### src/logic/mps_pkg.sv
/*
 Constants shared by the parameter access slave: frame layout, tag map,
 function masks, exception codes, timing and state encodings.
 Assumes a byte-oriented link with frames delimited by the receiver.
*/
package mps_pkg;
   // frame layout, byte positions from the start of a frame
   localparam int unsigned POS_ADDR = 0;
   localparam int unsigned POS_FN = 1;
   localparam int unsigned POS_BC = 2;
   localparam int unsigned POS_REF = 3;
   localparam int unsigned POS_FILE = 4;
   localparam int unsigned POS_TAG = 6;
   localparam int unsigned POS_CNT = 8;
   localparam int unsigned POS_DATA = 10;
   localparam int unsigned POS_SUB = 3;
   localparam int unsigned POS_RREF = 4;
   localparam int unsigned POS_RDATA = 5;
   // frame lengths; received ones include the two check bytes
   localparam int unsigned MIN_RX_LEN = 4;
   localparam int unsigned WR_RX_LEN = 16;
   localparam int unsigned RD_RX_LEN = 12;
   localparam int unsigned ECHO_LEN = 14;
   localparam int unsigned RD_RSP_LEN = 9;
   localparam int unsigned EXC_LEN = 3;
   localparam int unsigned BUF_DEPTH_DEF = 16;
   // field values
   localparam logic [7:0] FN_READ = 8'h14;
   localparam logic [7:0] FN_WRITE = 8'h15;
   localparam logic [7:0] FN_LIMIT = 8'h20;
   localparam logic [7:0] WR_BC = 8'h0B;
   localparam logic [7:0] RD_BC = 8'h07;
   localparam logic [7:0] RD_RSP_BC = 8'h06;
   localparam logic [7:0] SUB_LEN = 8'h05;
   localparam logic [7:0] REF_TYPE = 8'h06;
   localparam logic [7:0] FILE_HI = 8'h00;
   localparam logic [7:0] FILE_LO = 8'h03;
   localparam logic [7:0] TAG_HI = 8'h00;
   localparam logic [7:0] CNT_HI = 8'h00;
   localparam logic [7:0] CNT_LO = 8'h02;
   localparam logic [7:0] EXC_FLAG = 8'h80;
   localparam logic [7:0] EX_NONE = 8'h00;
   localparam logic [7:0] EX_FUNC = 8'h01;
   localparam logic [7:0] EX_ADDR = 8'h02;
   localparam logic [7:0] EX_DATA = 8'h03;
   // parameter tags
   localparam logic [7:0] TAG_SUMMARY = 8'h7A;
   localparam logic [7:0] TAG_IN1 = 8'h7B;
   localparam logic [7:0] TAG_IN2 = 8'h7C;
   localparam logic [7:0] TAG_OVERRIDE = 8'h7D;
   localparam logic [7:0] TAG_KIND = 8'h9D;
   localparam logic [7:0] TAG_REV = 8'hA7;
   localparam logic [7:0] TAG_OPTIONS = 8'hB9;
   localparam logic [7:0] ANALOG_LO = 8'h01;
   localparam logic [7:0] ANALOG_HI = 8'h74;
   localparam logic [7:0] DIGITAL_LO = 8'h80;
   localparam logic [7:0] DIGITAL_HI = 8'hFA;
   localparam logic [15:0] REV_LIMIT = 16'h00FF;
   // accepted function codes, one bit per code
   localparam logic [31:0] WIRE_FN_MASK = 32'h0033005E;
   localparam logic [31:0] IR_FN_MASK = 32'h00300000;
   // check sequence
   localparam logic [15:0] CRC_INIT = 16'hFFFF;
   localparam logic [15:0] CRC_POLY = 16'hA001;
   // timing
   localparam int unsigned CLK_NS = 4;
   localparam int unsigned MS_NS = 1000000;
   localparam int unsigned MS_CYCLES_DEF = MS_NS / CLK_NS;
   localparam int unsigned MS_PER_SEC = 1000;
   typedef enum logic [3:0] {
      ST_RX = 4'b0001,
      ST_CHECK = 4'b0010,
      ST_NVM = 4'b0100,
      ST_SEND = 4'b1000
   } mps_state_t;
   typedef enum logic [2:0] {
      MD_MONITOR = 3'b001,
      MD_SLAVE = 3'b010,
      MD_EMERG = 3'b100
   } mps_mode_t;
   localparam int unsigned MD_MONITOR_BIT = 0;
   localparam int unsigned MD_SLAVE_BIT = 1;
   localparam int unsigned MD_EMERG_BIT = 2;
endpackage

### src/logic/mps_crc_step.sv
/*
 One byte step of the reflected 16-bit frame check.
 Purely combinational; the caller holds the running value in a register.
*/
`timescale 1ns/1ps
module mps_crc_step (
   input wire logic [15:0] crc_in,
   input wire logic [7:0] data,
   output logic [15:0] crc_out
);
   import mps_pkg::*;
   always_comb begin
      logic [15:0] c;
      c = crc_in ^ {8'h00, data};
      for (int i = 0; i < 8; i++) begin
         c = c[0] ? ((c >> 1) ^ CRC_POLY) : (c >> 1);
      end
      crc_out = c;
   end
endmodule // mps_crc_step

### src/logic/mps_param_slave.sv
/*
 Parameter access slave: takes request frames byte by byte, checks them,
 serves tagged reads and writes, echoes writes and drives the mode logic.
 Assumes a framer that marks the gap after a frame with rx_end and an
 outside store that commits non-volatile writes and reports completion.
*/
// Notes on behaviour
// - an accepted write is answered by echoing its bytes plus a fresh check.
// - writes to the three control data tags get an error answer.
// - analog tags 01..74 are committed first, answer comes only after.
// - setpoint override tag 7D is volatile, honoured only in slave mode.
// - digital tags 80..FA start their commit on message receipt.
// - infrared accepts only 20 and 21; wired ports accept the wider set.
// - with shed timer on, an accepted write in monitor mode enters slave mode, keypad locked.
// - slave mode with silent link until timeout returns to monitor mode, flagging a shed event.
// - manual key in slave mode enters emergency manual mode.
// - shed timer off keeps the device in monitor mode.
// - option status reads as 0..255, one bit per option.
// - firmware kind and revision are read-only; revision stays below 255.
// - a write carrying more than one parameter is invalid.
// - the tag field high byte must be zero; low byte is the tag.
`timescale 1ns/1ps
module mps_param_slave #(
   parameter int unsigned MS_CYCLES = mps_pkg::MS_CYCLES_DEF,
   parameter int unsigned BUF_DEPTH = mps_pkg::BUF_DEPTH_DEF,
   parameter logic [15:0] KIND_CODE = 16'h0001, // arbitrary identity value
   parameter logic [15:0] REVISION = 16'h0001
) (
   input wire logic clk,
   input wire logic resetn,
   input wire logic rx_valid,
   input wire logic [7:0] rx_data,
   input wire logic rx_end,
   input wire logic ir_port,
   input wire logic [7:0] slave_address,
   output logic tx_valid,
   output logic [7:0] tx_data,
   output logic tx_last,
   input wire logic tx_ready,
   input wire logic [31:0] summary_value,
   input wire logic [31:0] input1_value,
   input wire logic [31:0] input2_value,
   input wire logic [7:0] option_bits,
   input wire logic [7:0] shed_seconds,
   input wire logic manual_automatic_key,
   output logic nvm_wr_req,
   output logic [7:0] nvm_tag,
   output logic [31:0] nvm_data,
   input wire logic nvm_done,
   output logic fwd_valid,
   output logic [7:0] fwd_function,
   output logic [31:0] override_value,
   output logic override_active,
   output logic monitor_mode,
   output logic slave_mode,
   output logic emergency_manual,
   output logic shed_event
);
   import mps_pkg::*;
   localparam int unsigned BW = $clog2(BUF_DEPTH);
   localparam int unsigned MW = $clog2(MS_CYCLES + 1);
   localparam int unsigned SW = $clog2(MS_PER_SEC + 1);

   if (BUF_DEPTH < WR_RX_LEN || (1 << BW) != BUF_DEPTH) begin : g_chk_buf
      $error("buffer depth must be a power of two holding a write frame");
   end
   if (MS_CYCLES < 1) begin : g_chk_ms
      $error("millisecond divider must be at least one cycle");
   end
   if (REVISION >= REV_LIMIT) begin : g_chk_rev
      $error("revision must stay below 255");
   end

   logic [1:0] rst_sync;
   logic rst_n;
   mps_state_t st;
   mps_mode_t mode;
   mps_mode_t next_mode;
   logic [7:0] fbuf [BUF_DEPTH];
   logic [BW:0] rx_cnt;
   logic [BW:0] len_q;
   logic rx_ovf;
   logic ir_q;
   logic [15:0] crc_rx;
   logic [15:0] crc_rx_next;
   logic [15:0] crc_tx;
   logic [15:0] crc_tx_next;
   logic [BW:0] tx_idx;
   logic [BW:0] tx_len;
   logic [MW-1:0] ms_cnt;
   logic [SW-1:0] sec_ms;
   logic ms_tick;
   logic sec_tick;
   logic [7:0] shed_sec;
   logic shed_hit;

   always_ff @(posedge clk or negedge resetn) begin
      if (!resetn) begin
         rst_sync <= 2'h0;
      end else begin
         rst_sync <= {rst_sync[0], 1'b1};
      end
   end
   assign rst_n = rst_sync[1];

   // frame acceptance
   logic frame_good;
   logic crc_bad;
   assign crc_bad = (st == ST_RX) && rx_end && (crc_rx != 16'h0000);
   assign frame_good = (st == ST_RX) && rx_end && (crc_rx == 16'h0000) && !rx_ovf &&
      (rx_cnt >= (BW+1)'(MIN_RX_LEN)) && (fbuf[POS_ADDR] == slave_address);

   // request decode, valid while st is ST_CHECK
   logic [7:0] fn;
   logic [7:0] tag;
   logic fn_ok;
   logic hdr_ok;
   logic wr_ok;
   logic rd_ok;
   logic is_ro;
   logic is_analog;
   logic is_ovr;
   logic is_dig;
   logic rd_hit;
   logic [31:0] rd_val;
   logic [7:0] exc;
   logic fwd;
   logic wr_accept;
   logic [31:0] wr_val;
   assign fn = fbuf[POS_FN];
   assign tag = fbuf[POS_TAG+1];
   assign wr_val = {fbuf[POS_DATA], fbuf[POS_DATA+1], fbuf[POS_DATA+2], fbuf[POS_DATA+3]};
   assign fn_ok = (fn < FN_LIMIT) && (ir_q ? IR_FN_MASK[fn[4:0]] : WIRE_FN_MASK[fn[4:0]]);
   assign hdr_ok = (fbuf[POS_REF] == REF_TYPE) && (fbuf[POS_FILE] == FILE_HI) &&
      (fbuf[POS_FILE+1] == FILE_LO) && (fbuf[POS_TAG] == TAG_HI) &&
      (fbuf[POS_CNT] == CNT_HI) && (fbuf[POS_CNT+1] == CNT_LO);
   // one parameter per write: any other length or count is refused
   assign wr_ok = (fn == FN_WRITE) && (len_q == (BW+1)'(WR_RX_LEN)) && (fbuf[POS_BC] == WR_BC) && hdr_ok;
   assign rd_ok = (fn == FN_READ) && (len_q == (BW+1)'(RD_RX_LEN)) && (fbuf[POS_BC] == RD_BC) && hdr_ok;
   assign is_ro = (tag == TAG_SUMMARY) || (tag == TAG_IN1) || (tag == TAG_IN2) ||
      (tag == TAG_KIND) || (tag == TAG_REV) || (tag == TAG_OPTIONS);
   assign is_analog = (tag >= ANALOG_LO) && (tag <= ANALOG_HI);
   assign is_ovr = (tag == TAG_OVERRIDE);
   assign is_dig = (tag >= DIGITAL_LO) && (tag <= DIGITAL_HI) && !is_ro;

   always_comb begin
      rd_hit = 1'b1;
      unique case (tag)
         TAG_SUMMARY: rd_val = summary_value;
         TAG_IN1: rd_val = input1_value;
         TAG_IN2: rd_val = input2_value;
         TAG_OVERRIDE: rd_val = override_value;
         TAG_KIND: rd_val = {16'h0000, KIND_CODE};
         TAG_REV: rd_val = {16'h0000, REVISION};
         TAG_OPTIONS: rd_val = {24'h000000, option_bits};
         default: begin
            rd_val = 32'h00000000;
            rd_hit = 1'b0;
         end
      endcase
   end

   always_comb begin
      exc = EX_NONE;
      if (!fn_ok) begin
         exc = EX_FUNC;
      end else if (fn == FN_WRITE) begin
         if (!wr_ok) begin
            exc = EX_DATA;
         end else if (is_ro || !(is_analog || is_ovr || is_dig)) begin
            exc = EX_ADDR;
         end
      end else if (fn == FN_READ) begin
         if (!rd_ok) begin
            exc = EX_DATA;
         end else if (!rd_hit) begin
            exc = EX_ADDR;
         end
      end
   end
   assign fwd = fn_ok && (fn != FN_READ) && (fn != FN_WRITE);
   assign wr_accept = (st == ST_CHECK) && (exc == EX_NONE) && (fn == FN_WRITE);

   logic send_step;
   logic send_done;
   assign send_step = (st == ST_SEND) && (!tx_valid || tx_ready);
   assign send_done = send_step && (tx_idx == tx_len + (BW+1)'(2));

   always_ff @(posedge clk or negedge rst_n) begin
      if (!rst_n) begin
         st <= ST_RX;
      end else begin
         unique case (st)
            ST_RX: if (frame_good) st <= ST_CHECK;
            ST_CHECK: begin
               if (fwd) begin
                  st <= ST_RX;
               end else if (wr_accept && is_analog) begin
                  st <= ST_NVM;
               end else begin
                  st <= ST_SEND;
               end
            end
            ST_NVM: if (nvm_done) st <= ST_SEND;
            ST_SEND: if (send_done) st <= ST_RX;
         endcase
      end
   end

   // receive side; bytes outside ST_RX are dropped
   always_ff @(posedge clk or negedge rst_n) begin
      if (!rst_n) begin
         rx_cnt <= '0;
         rx_ovf <= 1'b0;
         crc_rx <= CRC_INIT;
         len_q <= '0;
         ir_q <= 1'b0;
      end else if (st != ST_RX || rx_end) begin
         rx_cnt <= '0;
         rx_ovf <= 1'b0;
         crc_rx <= CRC_INIT;
         if (st == ST_RX) begin
            len_q <= rx_cnt;
            ir_q <= ir_port;
         end
      end else if (rx_valid) begin
         crc_rx <= crc_rx_next;
         if (rx_cnt == (BW+1)'(BUF_DEPTH)) begin
            rx_ovf <= 1'b1;
         end else begin
            rx_cnt <= rx_cnt + (BW+1)'(1);
         end
      end
   end

   mps_crc_step u_crc_rx (
      .crc_in(crc_rx),
      .data(rx_data),
      .crc_out(crc_rx_next)
   );

   // one buffer holds the request and is rewritten in place into the answer
   always_ff @(posedge clk) begin
      if (st == ST_RX && rx_valid && !rx_end && rx_cnt < (BW+1)'(BUF_DEPTH)) begin
         fbuf[rx_cnt[BW-1:0]] <= rx_data;
      end else if (st == ST_CHECK) begin
         if (exc != EX_NONE) begin
            fbuf[POS_FN] <= fn | EXC_FLAG;
            fbuf[POS_BC] <= exc;
         end else if (fn == FN_READ) begin
            fbuf[POS_BC] <= RD_RSP_BC;
            fbuf[POS_SUB] <= SUB_LEN;
            fbuf[POS_RREF] <= REF_TYPE;
            fbuf[POS_RDATA] <= rd_val[31:24];
            fbuf[POS_RDATA+1] <= rd_val[23:16];
            fbuf[POS_RDATA+2] <= rd_val[15:8];
            fbuf[POS_RDATA+3] <= rd_val[7:0];
         end
      end
   end

   // transmit: buffer bytes, then check low byte, then high byte
   always_ff @(posedge clk or negedge rst_n) begin
      if (!rst_n) begin
         tx_valid <= 1'b0;
         tx_last <= 1'b0;
         tx_data <= 8'h00;
         tx_idx <= '0;
         tx_len <= '0;
         crc_tx <= CRC_INIT;
      end else if (st == ST_CHECK) begin
         tx_idx <= '0;
         crc_tx <= CRC_INIT;
         if (exc != EX_NONE) begin
            tx_len <= (BW+1)'(EXC_LEN);
         end else if (fn == FN_READ) begin
            tx_len <= (BW+1)'(RD_RSP_LEN);
         end else begin
            tx_len <= (BW+1)'(ECHO_LEN);
         end
      end else if (send_step) begin
         if (tx_idx < tx_len) begin
            tx_data <= fbuf[tx_idx[BW-1:0]];
            crc_tx <= crc_tx_next;
            tx_valid <= 1'b1;
         end else if (tx_idx == tx_len) begin
            tx_data <= crc_tx[7:0];
         end else if (tx_idx == tx_len + (BW+1)'(1)) begin
            tx_data <= crc_tx[15:8];
            tx_last <= 1'b1;
         end else begin
            tx_valid <= 1'b0;
            tx_last <= 1'b0;
         end
         if (!send_done) begin
            tx_idx <= tx_idx + (BW+1)'(1);
         end
      end
   end

   mps_crc_step u_crc_tx (
      .crc_in(crc_tx),
      .data(fbuf[tx_idx[BW-1:0]]),
      .crc_out(crc_tx_next)
   );

   // store requests; the override never touches non-volatile storage
   always_ff @(posedge clk or negedge rst_n) begin
      if (!rst_n) begin
         nvm_wr_req <= 1'b0;
         nvm_tag <= 8'h00;
         nvm_data <= 32'h00000000;
         override_value <= 32'h00000000;
         fwd_valid <= 1'b0;
         fwd_function <= 8'h00;
      end else begin
         nvm_wr_req <= wr_accept && (is_analog || is_dig);
         fwd_valid <= (st == ST_CHECK) && fwd;
         if (wr_accept && (is_analog || is_dig)) begin
            nvm_tag <= tag;
            nvm_data <= wr_val;
         end
         if (wr_accept && is_ovr) begin
            override_value <= wr_val;
         end
         if (st == ST_CHECK && fwd) begin
            fwd_function <= fn;
         end
      end
   end

   // millisecond and second enables
   always_ff @(posedge clk or negedge rst_n) begin
      if (!rst_n) begin
         ms_cnt <= '0;
         sec_ms <= '0;
         ms_tick <= 1'b0;
         sec_tick <= 1'b0;
      end else if (frame_good || mode != MD_SLAVE) begin
         // free-running prescaler would shed up to a second early
         ms_cnt <= '0;
         sec_ms <= '0;
         ms_tick <= 1'b0;
         sec_tick <= 1'b0;
      end else begin
         ms_tick <= (ms_cnt == MW'(MS_CYCLES - 1));
         ms_cnt <= (ms_cnt == MW'(MS_CYCLES - 1)) ? '0 : ms_cnt + MW'(1);
         sec_tick <= ms_tick && (sec_ms == SW'(MS_PER_SEC - 1));
         if (ms_tick) begin
            sec_ms <= (sec_ms == SW'(MS_PER_SEC - 1)) ? '0 : sec_ms + SW'(1);
         end
      end
   end

   // shed timer restarts on every good frame
   always_ff @(posedge clk or negedge rst_n) begin
      if (!rst_n) begin
         shed_sec <= 8'h00;
      end else if (frame_good || mode != MD_SLAVE) begin
         shed_sec <= 8'h00;
      end else if (sec_tick && shed_sec != 8'hFF) begin
         shed_sec <= shed_sec + 8'h01;
      end
   end

   logic shed_en;
   assign shed_en = (shed_seconds != 8'h00);
   always_comb begin
      next_mode = mode;
      shed_hit = 1'b0;
      unique case (mode)
         MD_MONITOR: if (shed_en && wr_accept) next_mode = MD_SLAVE;
         MD_SLAVE: begin
            if (!shed_en) begin
               next_mode = MD_MONITOR;
            end else if (manual_automatic_key) begin
               next_mode = MD_EMERG;
            end else if (shed_sec >= shed_seconds) begin
               next_mode = MD_MONITOR;
               shed_hit = 1'b1;
            end
         end
         MD_EMERG: if (manual_automatic_key || !shed_en) next_mode = MD_MONITOR;
         default: next_mode = MD_MONITOR;
      endcase
   end

   always_ff @(posedge clk or negedge rst_n) begin
      if (!rst_n) begin
         mode <= MD_MONITOR;
         shed_event <= 1'b0;
         override_active <= 1'b0;
      end else begin
         mode <= next_mode;
         shed_event <= shed_hit;
         override_active <= (next_mode == MD_SLAVE) && (override_active || (wr_accept && is_ovr));
      end
   end
   assign monitor_mode = mode[MD_MONITOR_BIT];
   assign slave_mode = mode[MD_SLAVE_BIT];
   assign emergency_manual = mode[MD_EMERG_BIT];
endmodule // mps_param_slave

### config.mk
export PLATFORM = sky130hd
export DESIGN_NAME = mps_param_slave
export DESIGN_NICKNAME = d
export VERILOG_FILES = /design/src/logic/mps_pkg.sv /design/src/logic/mps_crc_step.sv /design/src/logic/mps_param_slave.sv
export SDC_FILE = /design/constraint.sdc
export NUM_CORES = 1
export LEC_CHECK = 0
export BUFFER_PORTS_ARGS = -buffer_cell sky130_fd_sc_hd__buf_2
export CAP_MARGIN = 5
export CORE_MARGIN = 4
export CORE_UTILIZATION = 30
export DETAILED_ROUTE_END_ITERATION = 8
export MAX_ROUTING_LAYER = met4
export PLACE_DENSITY_LB_ADDON = 0.25
export SYNTH_ARGS = -nofsm -noshare
export SYNTH_HDL_FRONTEND = slang
export SYNTH_SLANG_ARGS = --single-unit
### constraint.sdc
create_clock -name clk -period 7.2 [get_ports clk]
set_clock_uncertainty 0.15 [all_clocks]
set_input_delay 2.16 -clock clk [delete_from_list [all_inputs] [get_ports clk]]
set_output_delay 2.16 -clock clk [all_outputs]
set_load 0.005 [all_outputs]
==> PnR_summary.wiki, run 1 <==
{| class="wikitable"
! Metric !! Value
|-
| Final HPWL DP || 36280 microns
|-
| CP max FO || 22
|-
| Bufs and invs on worst path || 1
|-
| Data required, critical path || 7.45 ns
|-
| Die Ht || 238.7 microns
|-
| Final Cell Area || 19060 sq um
|-
| Horizontal die dimension || 238.7 microns
|-
| Min cycle time layout || 4.867 ns
|-
| Initial cell density of the core || 30.32%
|-
| Clock sink total || 322
|-
| Final routed wire length divided by cell count || 21.61 microns
|-
| Number of primary I/O pins || 233
|-
| Transition time of the tightest slew-check pin || 1.164 ns
|-
| Cell area reported after detailed placement || 17780 sq um
|-
| Primary FF master, synth || dfrtp_1
|-
| Fraction of the cycle the final worst path needs || 67.60%
|-
| Critical Path Max Stage Delay || 0.71 ns
|-
| Layout cells sized above 1 || 32.47%
|-
| Fraction of synthesis flops using an asynchronous set or reset pin || 60.25%
|-
| Clock root buffer || clkbuf_16
|-
| Flop and latch count out of synthesis || 322
|-
| Clock Path Buffers || 3
|-
| # hold bufs at CTS || 0
|-
| Power per Cell Area || 296.4 nW/um^2
|-
| Buffers added on ports || 232
|-
| Net switching power || 1.698 mW
|-
| Via count of the first global-routing pass || 11780
|-
| Initial antenna violation count || 1
|-
| Part of the total power dissipated in combinational logic || 26.8%
|-
| Filler cell count || 5181
|-
| Final setup violation count || 0
|-
| Data arrival, critical path || 5.12 ns
|-
| H-Tree Depth || 2
|-
| Share of Yosys cell area claimed by the top area cell type || 25.08%
|-
| Row Count || 84
|-
| Sequential share of power || 38.1%
|-
| Number of enable flip-flop cells after synthesis || 106
|-
| Post-synthesis cell type with the largest combined area || dfrtp_1
|-
| Total iterations of the first detailed-routing run || 6
|-
| Leakage power summed over all cells || 7.976 nW
|-
| Average size of a mapped cell || 11.88 sq um
|-
| Area growth syn-to-layout || 19.42%
|-
| Reg clk slew, reported paths || 0.05 ns
|-
| Vias || 11920
|-
| Source-to-sink clock delay at the later pin of the worst-skew pair || 0.56 ns
|-
| Slowest cell on crit path || or3_1
|-
| Critical path capture point type || register
|-
| Slack of the worst reg-to-reg path || 3.05 ns
|-
| Switching part of the total || 30.05%
|-
| Total gr overflow || 0
|-
| Post-synth net total || 1502
|-
| Count of maximum capacitance violations || 0
|-
| Wire length of the first global-routing pass || 74620 microns
|-
| Seq/Total Area, Yosys || 53.37%
|-
| Number of post-CTS setup repair buffers || 0
|-
| Ranking of synthesized cells by area || dfrtp_1 (25%), edfxtp_1 (20%), mux2_2 (11%)
|-
| Number of max-slew violations in the final report || 0
|-
| Number of instances resized during post-cts repair || 0
|-
| Endpoints failing hold || 0
|-
| Class of the tightest hold or removal check || register to register
|-
| Final layout net count || 1717
|-
| TritonCTS clock tree || yes
|-
| Highest clock rate || 205.5 MHz
|-
| Total wire length || 49240 microns
|-
| Category of cells accounting for the largest share of critical-path delay || simple AND/OR/NAND/NOR gates
|-
| Via/cell ratio || 5.230
|-
| Total die area || 56970 sq um
|-
| Post-synthesis instance area || 15960 sq um
|-
| GPL Wtd Cong || 0.9234
|-
| Internal Power || 3.952 mW
|-
| Violation count after the first detailed-route iteration || 1028
|-
| Total negative slack for setup checks || 0 ns
|-
| Clock network fraction of design power || 35.1%
|-
| Core Box Area || 52660 sq um
|-
| CTS Buf Count || 38
|-
| Largest net degree at the start of global routing || 119
|-
| CP Cell Sequence || buf_2, nand2_1, nor4_1, nand4_1, nor3_1, or3_1, nand2b_1, nor2_1
|-
| Post-route ant nets || 0
|-
| Synth cell types || 74
|-
| Aggregate global-route resource usage || 17.36%
|-
| Worst vdd rail ir drop || 0.2260 mV
|-
| Type of the worst setup path || primary input to register
|-
| Worst-case headroom to the max-slew limit || 22.30%
|-
| Unrepaired setup endpoints after global routing || false
|-
| Cells after Synth || 1344
|-
| Launching element type of the critical path || primary input
|-
| Result of the run || completed
|-
| Power consumption || 5.650 mW
|-
| DR DRC count || 0
|-
| Yosys synthesis warning count || 0
|}
## synth_stat cells (all sizes together), types with 8 or more instances
| library cell | number |
|---|---|
| dfrtp | 160 |
| mux2 | 152 |
| edfxtp | 106 |
| nor2 | 103 |
| nand2 | 92 |
| a21oi | 73 |
| xnor2 | 54 |
| clkbuf | 51 |
| mux2i | 42 |
| o21ai | 42 |
| xor2 | 38 |
| dfstp | 34 |
| inv | 32 |
| nor3 | 30 |
| nand3 | 28 |
| nor4 | 26 |
| a222oi | 24 |
| dfxtp | 22 |
| ha | 22 |
| buf | 20 |
| nand4 | 19 |
| mux4 | 16 |
| and2 | 12 |
| o22ai | 12 |
| a31oi | 11 |
| and3 | 10 |
| nor2b | 10 |
| a221oi | 9 |
| nand2b | 8 |
| nand3b | 8 |
## flip-flops by register name, summed over array words and instances (netlist names), 2 cells and up
register	cells
nvm_data	32
sec_ms	10
shed_sec	8
fwd_function	8
mode	3
fbuf	128
tx_idx	5
nvm_tag	8
crc_tx	16
tx_len	4
rst_sync	2
len_q	5
ms_cnt	18
crc_rx	16
rx_cnt	5
override_value	32
st	4
tx_data	8
## layer usage
layer	part of all wire, %	vias to the layer above	global-route usage, %
met5	0	-	-
met4	2.4	0	4.609
met3	5.1	74	2.319
met2	47	355	26.77
met1	46	6055	24.29
li1	-	5431	-
## cell families after synthesis
| kind of cell | after synthesis | synth area share (%) |
|---|---|---|
| compound gates | 218 | 9.021 |
| xor+xnor | 95 | 5.573 |
| fa+ha+maj | 22 | 1.724 |
| buf+inv | 103 | 2.923 |
| flops | 322 | 53.37 |
| mux | 210 | 15.78 |
| other cells | 1 | 0.02349 |
| simple gates | 373 | 11.58 |
## area by class of cell
class	instances	area [sq um]	share of cell area (%)
inverter	32	120.1	0.6300
timing repair buffer	246	1279	6.707
multi-input combinational	919	6997	36.70
antenna	1	2.502	0.01313
clock buffer	53	1047	5.493
clock inverter	17	232.7	1.221
tap	688	860.8	4.515
sequential	322	8526	44.72
## path summary, 6_finish.rpt
kind	cells past startpoint	to	from
setup / recovery	8	ms_cnt[16]	rx_end
hold / removal	0	rst_sync[1]	rst_sync[0]
setup reg to reg	11	override_value[28]	fbuf[7][0]
hold reg to reg	0	rst_sync[1]	rst_sync[0]
max in group asynchronous	1	nvm_data[21]	rst_sync[1]
min in group asynchronous	0	override_active	rst_sync[1]
## power by group through the flow
stage / Sequential, mW / Clock [mW] / Combinational [mW]
after detailed placement: 2.19 / 0 / 1.52
after global placement: 2.18 / 0 / 1.50
final: 2.15 / 1.98 / 1.52
after floorplan: 2.13 / 0 / 1.22
after CTS: 2.16 / 2.04 / 1.52
after global routing: 2.17 / 2.12 / 1.66
## stage by stage
stage	utilization [%]	hold WS (ns)	worst slack, ns	instances
after detailed placement	33.77	0.1879	1.726	2207
after floorplan	-	0.1812	1.303	1344
after CTS	36.20	0.2008	2.323	2277
after global routing	36.21	0.2033	2.029	2278
after global placement	33.77	0.1839	1.793	2207
final	36.21	0.1979	2.333	2278
## cell usage in the layout, fill, tap and decap left out, types with 13 or more instances in the layout
cell type    n
a21oi_1     72
edfxtp_1   106
a222oi_1    24
dfxtp_1     22
nand2_1     92
xor2_1      37
mux2_2     150
nor2_1     102
mux2i_1     42
nor4_1      24
dfrtp_1    158
clkbuf_16   38
dfstp_2     34
nor3_1      30
inv_1       32
xnor2_1     53
buf_2      232
ha_1        22
o21ai_0     40
nand4_1     19
nand3_1     27
buf_4       13
Note: power is estimated with default switching activity, not from simulation.
==> run 2: changes to the inputs <==
--- a/config.mk
+++ b/config.mk
@@ -5,6 +5,7 @@
 export SDC_FILE = /design/constraint.sdc
 export NUM_CORES = 1
 export LEC_CHECK = 0
+export ABC_AREA = 1
 export BUFFER_PORTS_ARGS = -buffer_cell sky130_fd_sc_hd__buf_2
 export CAP_MARGIN = 5
 export CORE_MARGIN = 4
==> constraint.sdc (replaced) <==
create_clock -name clk -period 5 [get_ports clk]
set_clock_uncertainty 0.15 [all_clocks]
set_input_delay 1.5 -clock clk [delete_from_list [all_inputs] [get_ports clk]]
set_output_delay 1.5 -clock clk [all_outputs]
set_load 0.005 [all_outputs]
==> run 2 against run 1 <==
- combinational power is 16% higher
- largest cell class unchanged
- register-to-register slack worse by 2.0 ns
- area after synthesis is 3.4% higher
- critical path depth is 6 higher
- hold slack worse by 0.0016 ns
- die area is 3.3% higher
- critical endpoint is now fbuf[2][1]
- cell count is 27% higher
- core utilization is 0.15 points higher
- via count is 22% higher
==> PnR_summary.wiki, run 2 <==
{| class="wikitable"
! Metric !! Value
|-
| Result of the run || completed
|-
| Final HPWL DP || 41170 microns (+13%)
|-
| Total wire length || 55340 microns (+12%)
|-
| Critical path capture point type || register
|-
| Launching element of the worst setup path || st[0]
|-
| Total die area || 58860 sq um (+3.3%)
|-
| Row Count || 85 (+1.2%)
|-
| Final routed wire length divided by cell count || 19.05 microns (-12%)
|-
| Largest registers ranked by flip-flop count || fbuf x128, nvm_data x32, override_value x32
|-
| Start point of the worst min-delay path || rst_sync[0]
|-
| CTS Buf Count || 40 (+5.3%)
|-
| Violation count after the first detailed-route iteration || 1374 (+34%)
|-
| Power consumption || 7.569 mW (+34%)
|-
| Most instantiated cells after synthesis || nand2_1 (462), inv_1 (264), dfrtp_1 (160), nor2_1 (141), nand3_1 (137)
|-
| Class of the tightest hold or removal check || register to register
|-
| GPL Wtd Cong || 0.9426 (+2.1%)
|-
| Via/cell ratio || 5.008 (-4.3%)
|-
| Primary FF master, synth || dfrtp_1
|-
| Area growth syn-to-layout || 19.17%
|-
| Ranking of synthesized cells by area || dfrtp_1 (24%), edfxtp_1 (19%), nand2_1 (11%)
|-
| Leakage power summed over all cells || 9.006 nW (+13%)
|-
| Worst vdd rail ir drop || 0.2147 mV (-5.0%)
|-
| # hold bufs at CTS || 0 (unchanged)
|-
| Buffers added on ports || 232 (unchanged)
|-
| Layout cells sized above 1 || 18.19% (-14 points)
|-
| Yosys synthesis warning count || 0 (unchanged)
|-
| Average size of a mapped cell || 8.468 sq um (-29%)
|-
| Final setup violation count || 0 (unchanged)
|-
| Clock root buffer || clkbuf_16
|-
| Fraction of the cycle the final worst path needs || 78.14%
|-
| Power per Cell Area || 384.6 nW/um^2 (+30%)
|-
| Fraction of synthesis flops using an asynchronous set or reset pin || 60.25% (unchanged)
|-
| Flop and latch count out of synthesis || 322 (unchanged)
|-
| Total negative slack for setup checks || 0 ns (unchanged)
|-
| Core Box Area || 54130 sq um (+2.8%)
|-
| Launching element type of the critical path || register
|-
| Post-placement setup slack || 0.6615 ns (-1.064 ns)
|-
| Final layout net count || 2331 (+36%)
|-
| Number of post-CTS setup repair buffers || 0 (unchanged)
|-
| Total iterations of the first detailed-routing run || 6 (unchanged)
|-
| Data required, critical path || 5.24 ns (-2.21 ns)
|-
| Most frequently used cell type in the post-synthesis netlist || nand2_1
|-
| Seq/Total Area, Yosys || 51.60% (-1.8 points)
|-
| Count of maximum capacitance violations || 0 (unchanged)
|-
| Total gr overflow || 0 (unchanged)
|-
| Die Ht || 242.6 microns (+1.6%)
|-
| Highest clock rate || 256.0 MHz
|-
| Bufs and invs on worst path || 5 (+4)
|-
| DR DRC count || 0 (unchanged)
|-
| H-Tree Depth || 2 (unchanged)
|-
| Largest register FFs || 128 (unchanged)
|-
| Number of primary I/O pins || 233 (unchanged)
|-
| Initial antenna violation count || 2 (+1)
|-
| Clock sink total || 322 (unchanged)
|-
| Worst-case headroom to the max-slew limit || 27.79% (+5.5 points)
|-
| Clock Path Buffers || 3 (unchanged)
|-
| Wire length of the first global-routing pass || 84240 microns (+13%)
|-
| Initial cell density of the core || 30.51% (+0.19 points)
|-
| Commonest cells after routing, fill and taps aside || nand2_1 (462), inv_1 (264), buf_2 (232)
|-
| Endpoints failing hold || 0 (unchanged)
|-
| Unrepaired setup endpoints after global routing || false
|-
| Most common cell type on the critical path || inv_1
|-
| Horizontal die dimension || 242.6 microns (+1.6%)
|-
| Critical Path Max Stage Delay || 0.57 ns (-0.14 ns)
|-
| Via count of the first global-routing pass || 14140 (+20%)
|-
| Synth cell types || 60 (-19%)
|-
| Share of Yosys cell area claimed by the top area cell type || 24.25% (-0.83 points)
|-
| Number of max-slew violations in the final report || 0 (unchanged)
|-
| Source-to-sink clock delay at the later pin of the worst-skew pair || 0.58 ns (+0.02 ns)
|-
| Reg clk slew, reported paths || 0.06 ns (about the same)
|-
| TritonCTS clock tree || yes
|-
| Post-synthesis cell type with the largest combined area || dfrtp_1
|-
| Worst setup slack after layout || 1.093 ns (-1.240 ns)
|-
| Most common library cell in the layout ignoring fill and taps || nand2_1
|-
| Number of instances resized during post-cts repair || 0 (unchanged)
|-
| Type of the worst setup path || register to register
|-
| Data arrival, critical path || 4.15 ns (-0.97 ns)
|-
| Post-layout util || 36.35% (+0.15 points)
|-
| Post-synthesis instance area || 16510 sq um (+3.4%)
|-
| CP max FO || 13 (-41%)
|-
| Slowest cell on crit path || nor2_1
|-
| Vias || 14540 (+22%)
|-
| CP Cell Sequence || inv_1, nor3_1, inv_1, nor2_2, inv_1, nor2_2, inv_1, nor2_4, nand2_1, nor2_1, inv_1, nor2_1, nor2_1, a31oi_1
|-
| Cells after Synth || 1950 (+45%)
|-
| Post-synth net total || 2108 (+40%)
|-
| Min cycle time layout || 3.907 ns
|-
| Largest net degree at the start of global routing || 83 (-30%)
|-
| Post-route ant nets || 0 (unchanged)
|-
| Largest register by flop count || fbuf
|-
| Aggregate global-route resource usage || 18.84% (+1.5 points)
|-
| Beginning of the worst register-to-register path || st[0]
|-
| Number of enable flip-flop cells after synthesis || 106 (unchanged)
|-
| Category of cells accounting for the largest share of critical-path delay || simple AND/OR/NAND/NOR gates
|-
| Transition time of the tightest slew-check pin || 1.082 ns (-0.08235 ns)
|}
[run 2: changes by cell type in the layout (fill, tap and decap cells not counted), moves of 19 or more]
cell / delta
nand2_1: +370
inv_1: +232
mux2_2: -149
nand3_1: +110
o21ai_0: +74
o21ai_1: +52
mux2i_1: -41
nor2_1: +39
xnor2_1: -35
a32o_1: +26
a222oi_1: -24
a221oi_1: +23
o21ai_2: +19
[run 2: final cells by class]
class                           count  area (sq um)
Antenna cell                        3         7.507
Clock buffer                       51          1072
Clock inverter                     23         201.4
Fill cell                        5551         34450
Inverter                          271          1017
Multi-Input combinational cell   1284          6645
Sequential cell                   322          8526
Tap cell                          696         870.8
Timing Repair Buffer              254          1339
[run 2: final timing paths]
path | to | slack, ns | depth (start not counted)
worst max register to register | fbuf[2][1] | 1.09 | 14
worst max-delay path | fbuf[2][1] | 1.09 | 14
max in group asynchronous | tx_idx[0] | 3.21 | 1
worst min register to register | rst_sync[1] | 0.20 | 0
worst min-delay path | rst_sync[1] | 0.20 | 0
min in group asynchronous | sec_ms[8] | 0.29 | 0
[run 2: cell families after synthesis]
| logic type | after synthesis | share of synthesized area (%) |
|---|---|---|
| simple gates | 852 | 22.18 |
| compound gates | 368 | 14.06 |
| buf+inv | 344 | 8.274 |
| flops | 322 | 51.60 |
| xor+xnor | 39 | 2.069 |
| fa+ha+maj | 22 | 1.667 |
| mux | 2 | 0.1288 |
| other cells | 1 | 0.02271 |
[run 2: power breakdown]
part           switching [mW]  total [mW]  internal, mW  leakage, nW
registers               0.109        3.01          2.90         3.68
logic                    1.20        1.77         0.571         4.71
clock network            1.20        2.80          1.60        0.621
total                    2.50        7.57          5.06         9.01
[run 2: per-layer routing]
layer / track usage, % / part of all wire (%)
met4: 5.924 / 3.0
met2: 30.95 / 49
met1: 23.79 / 43
met5: - / 0
met3: 3.410 / 5.8
[run 2: metrics by stage]
stage | hold WS (ns) | std cells | area, sq um
floorplan | 0.1811 | 1950 | 16510
global placement | 0.1826 | 2827 | 18400
detailed placement | 0.1855 | 2827 | 18400
CTS | 0.1974 | 2901 | 19670
global route | 0.2186 | 2903 | 19680
finish | 0.1963 | 2904 | 19680
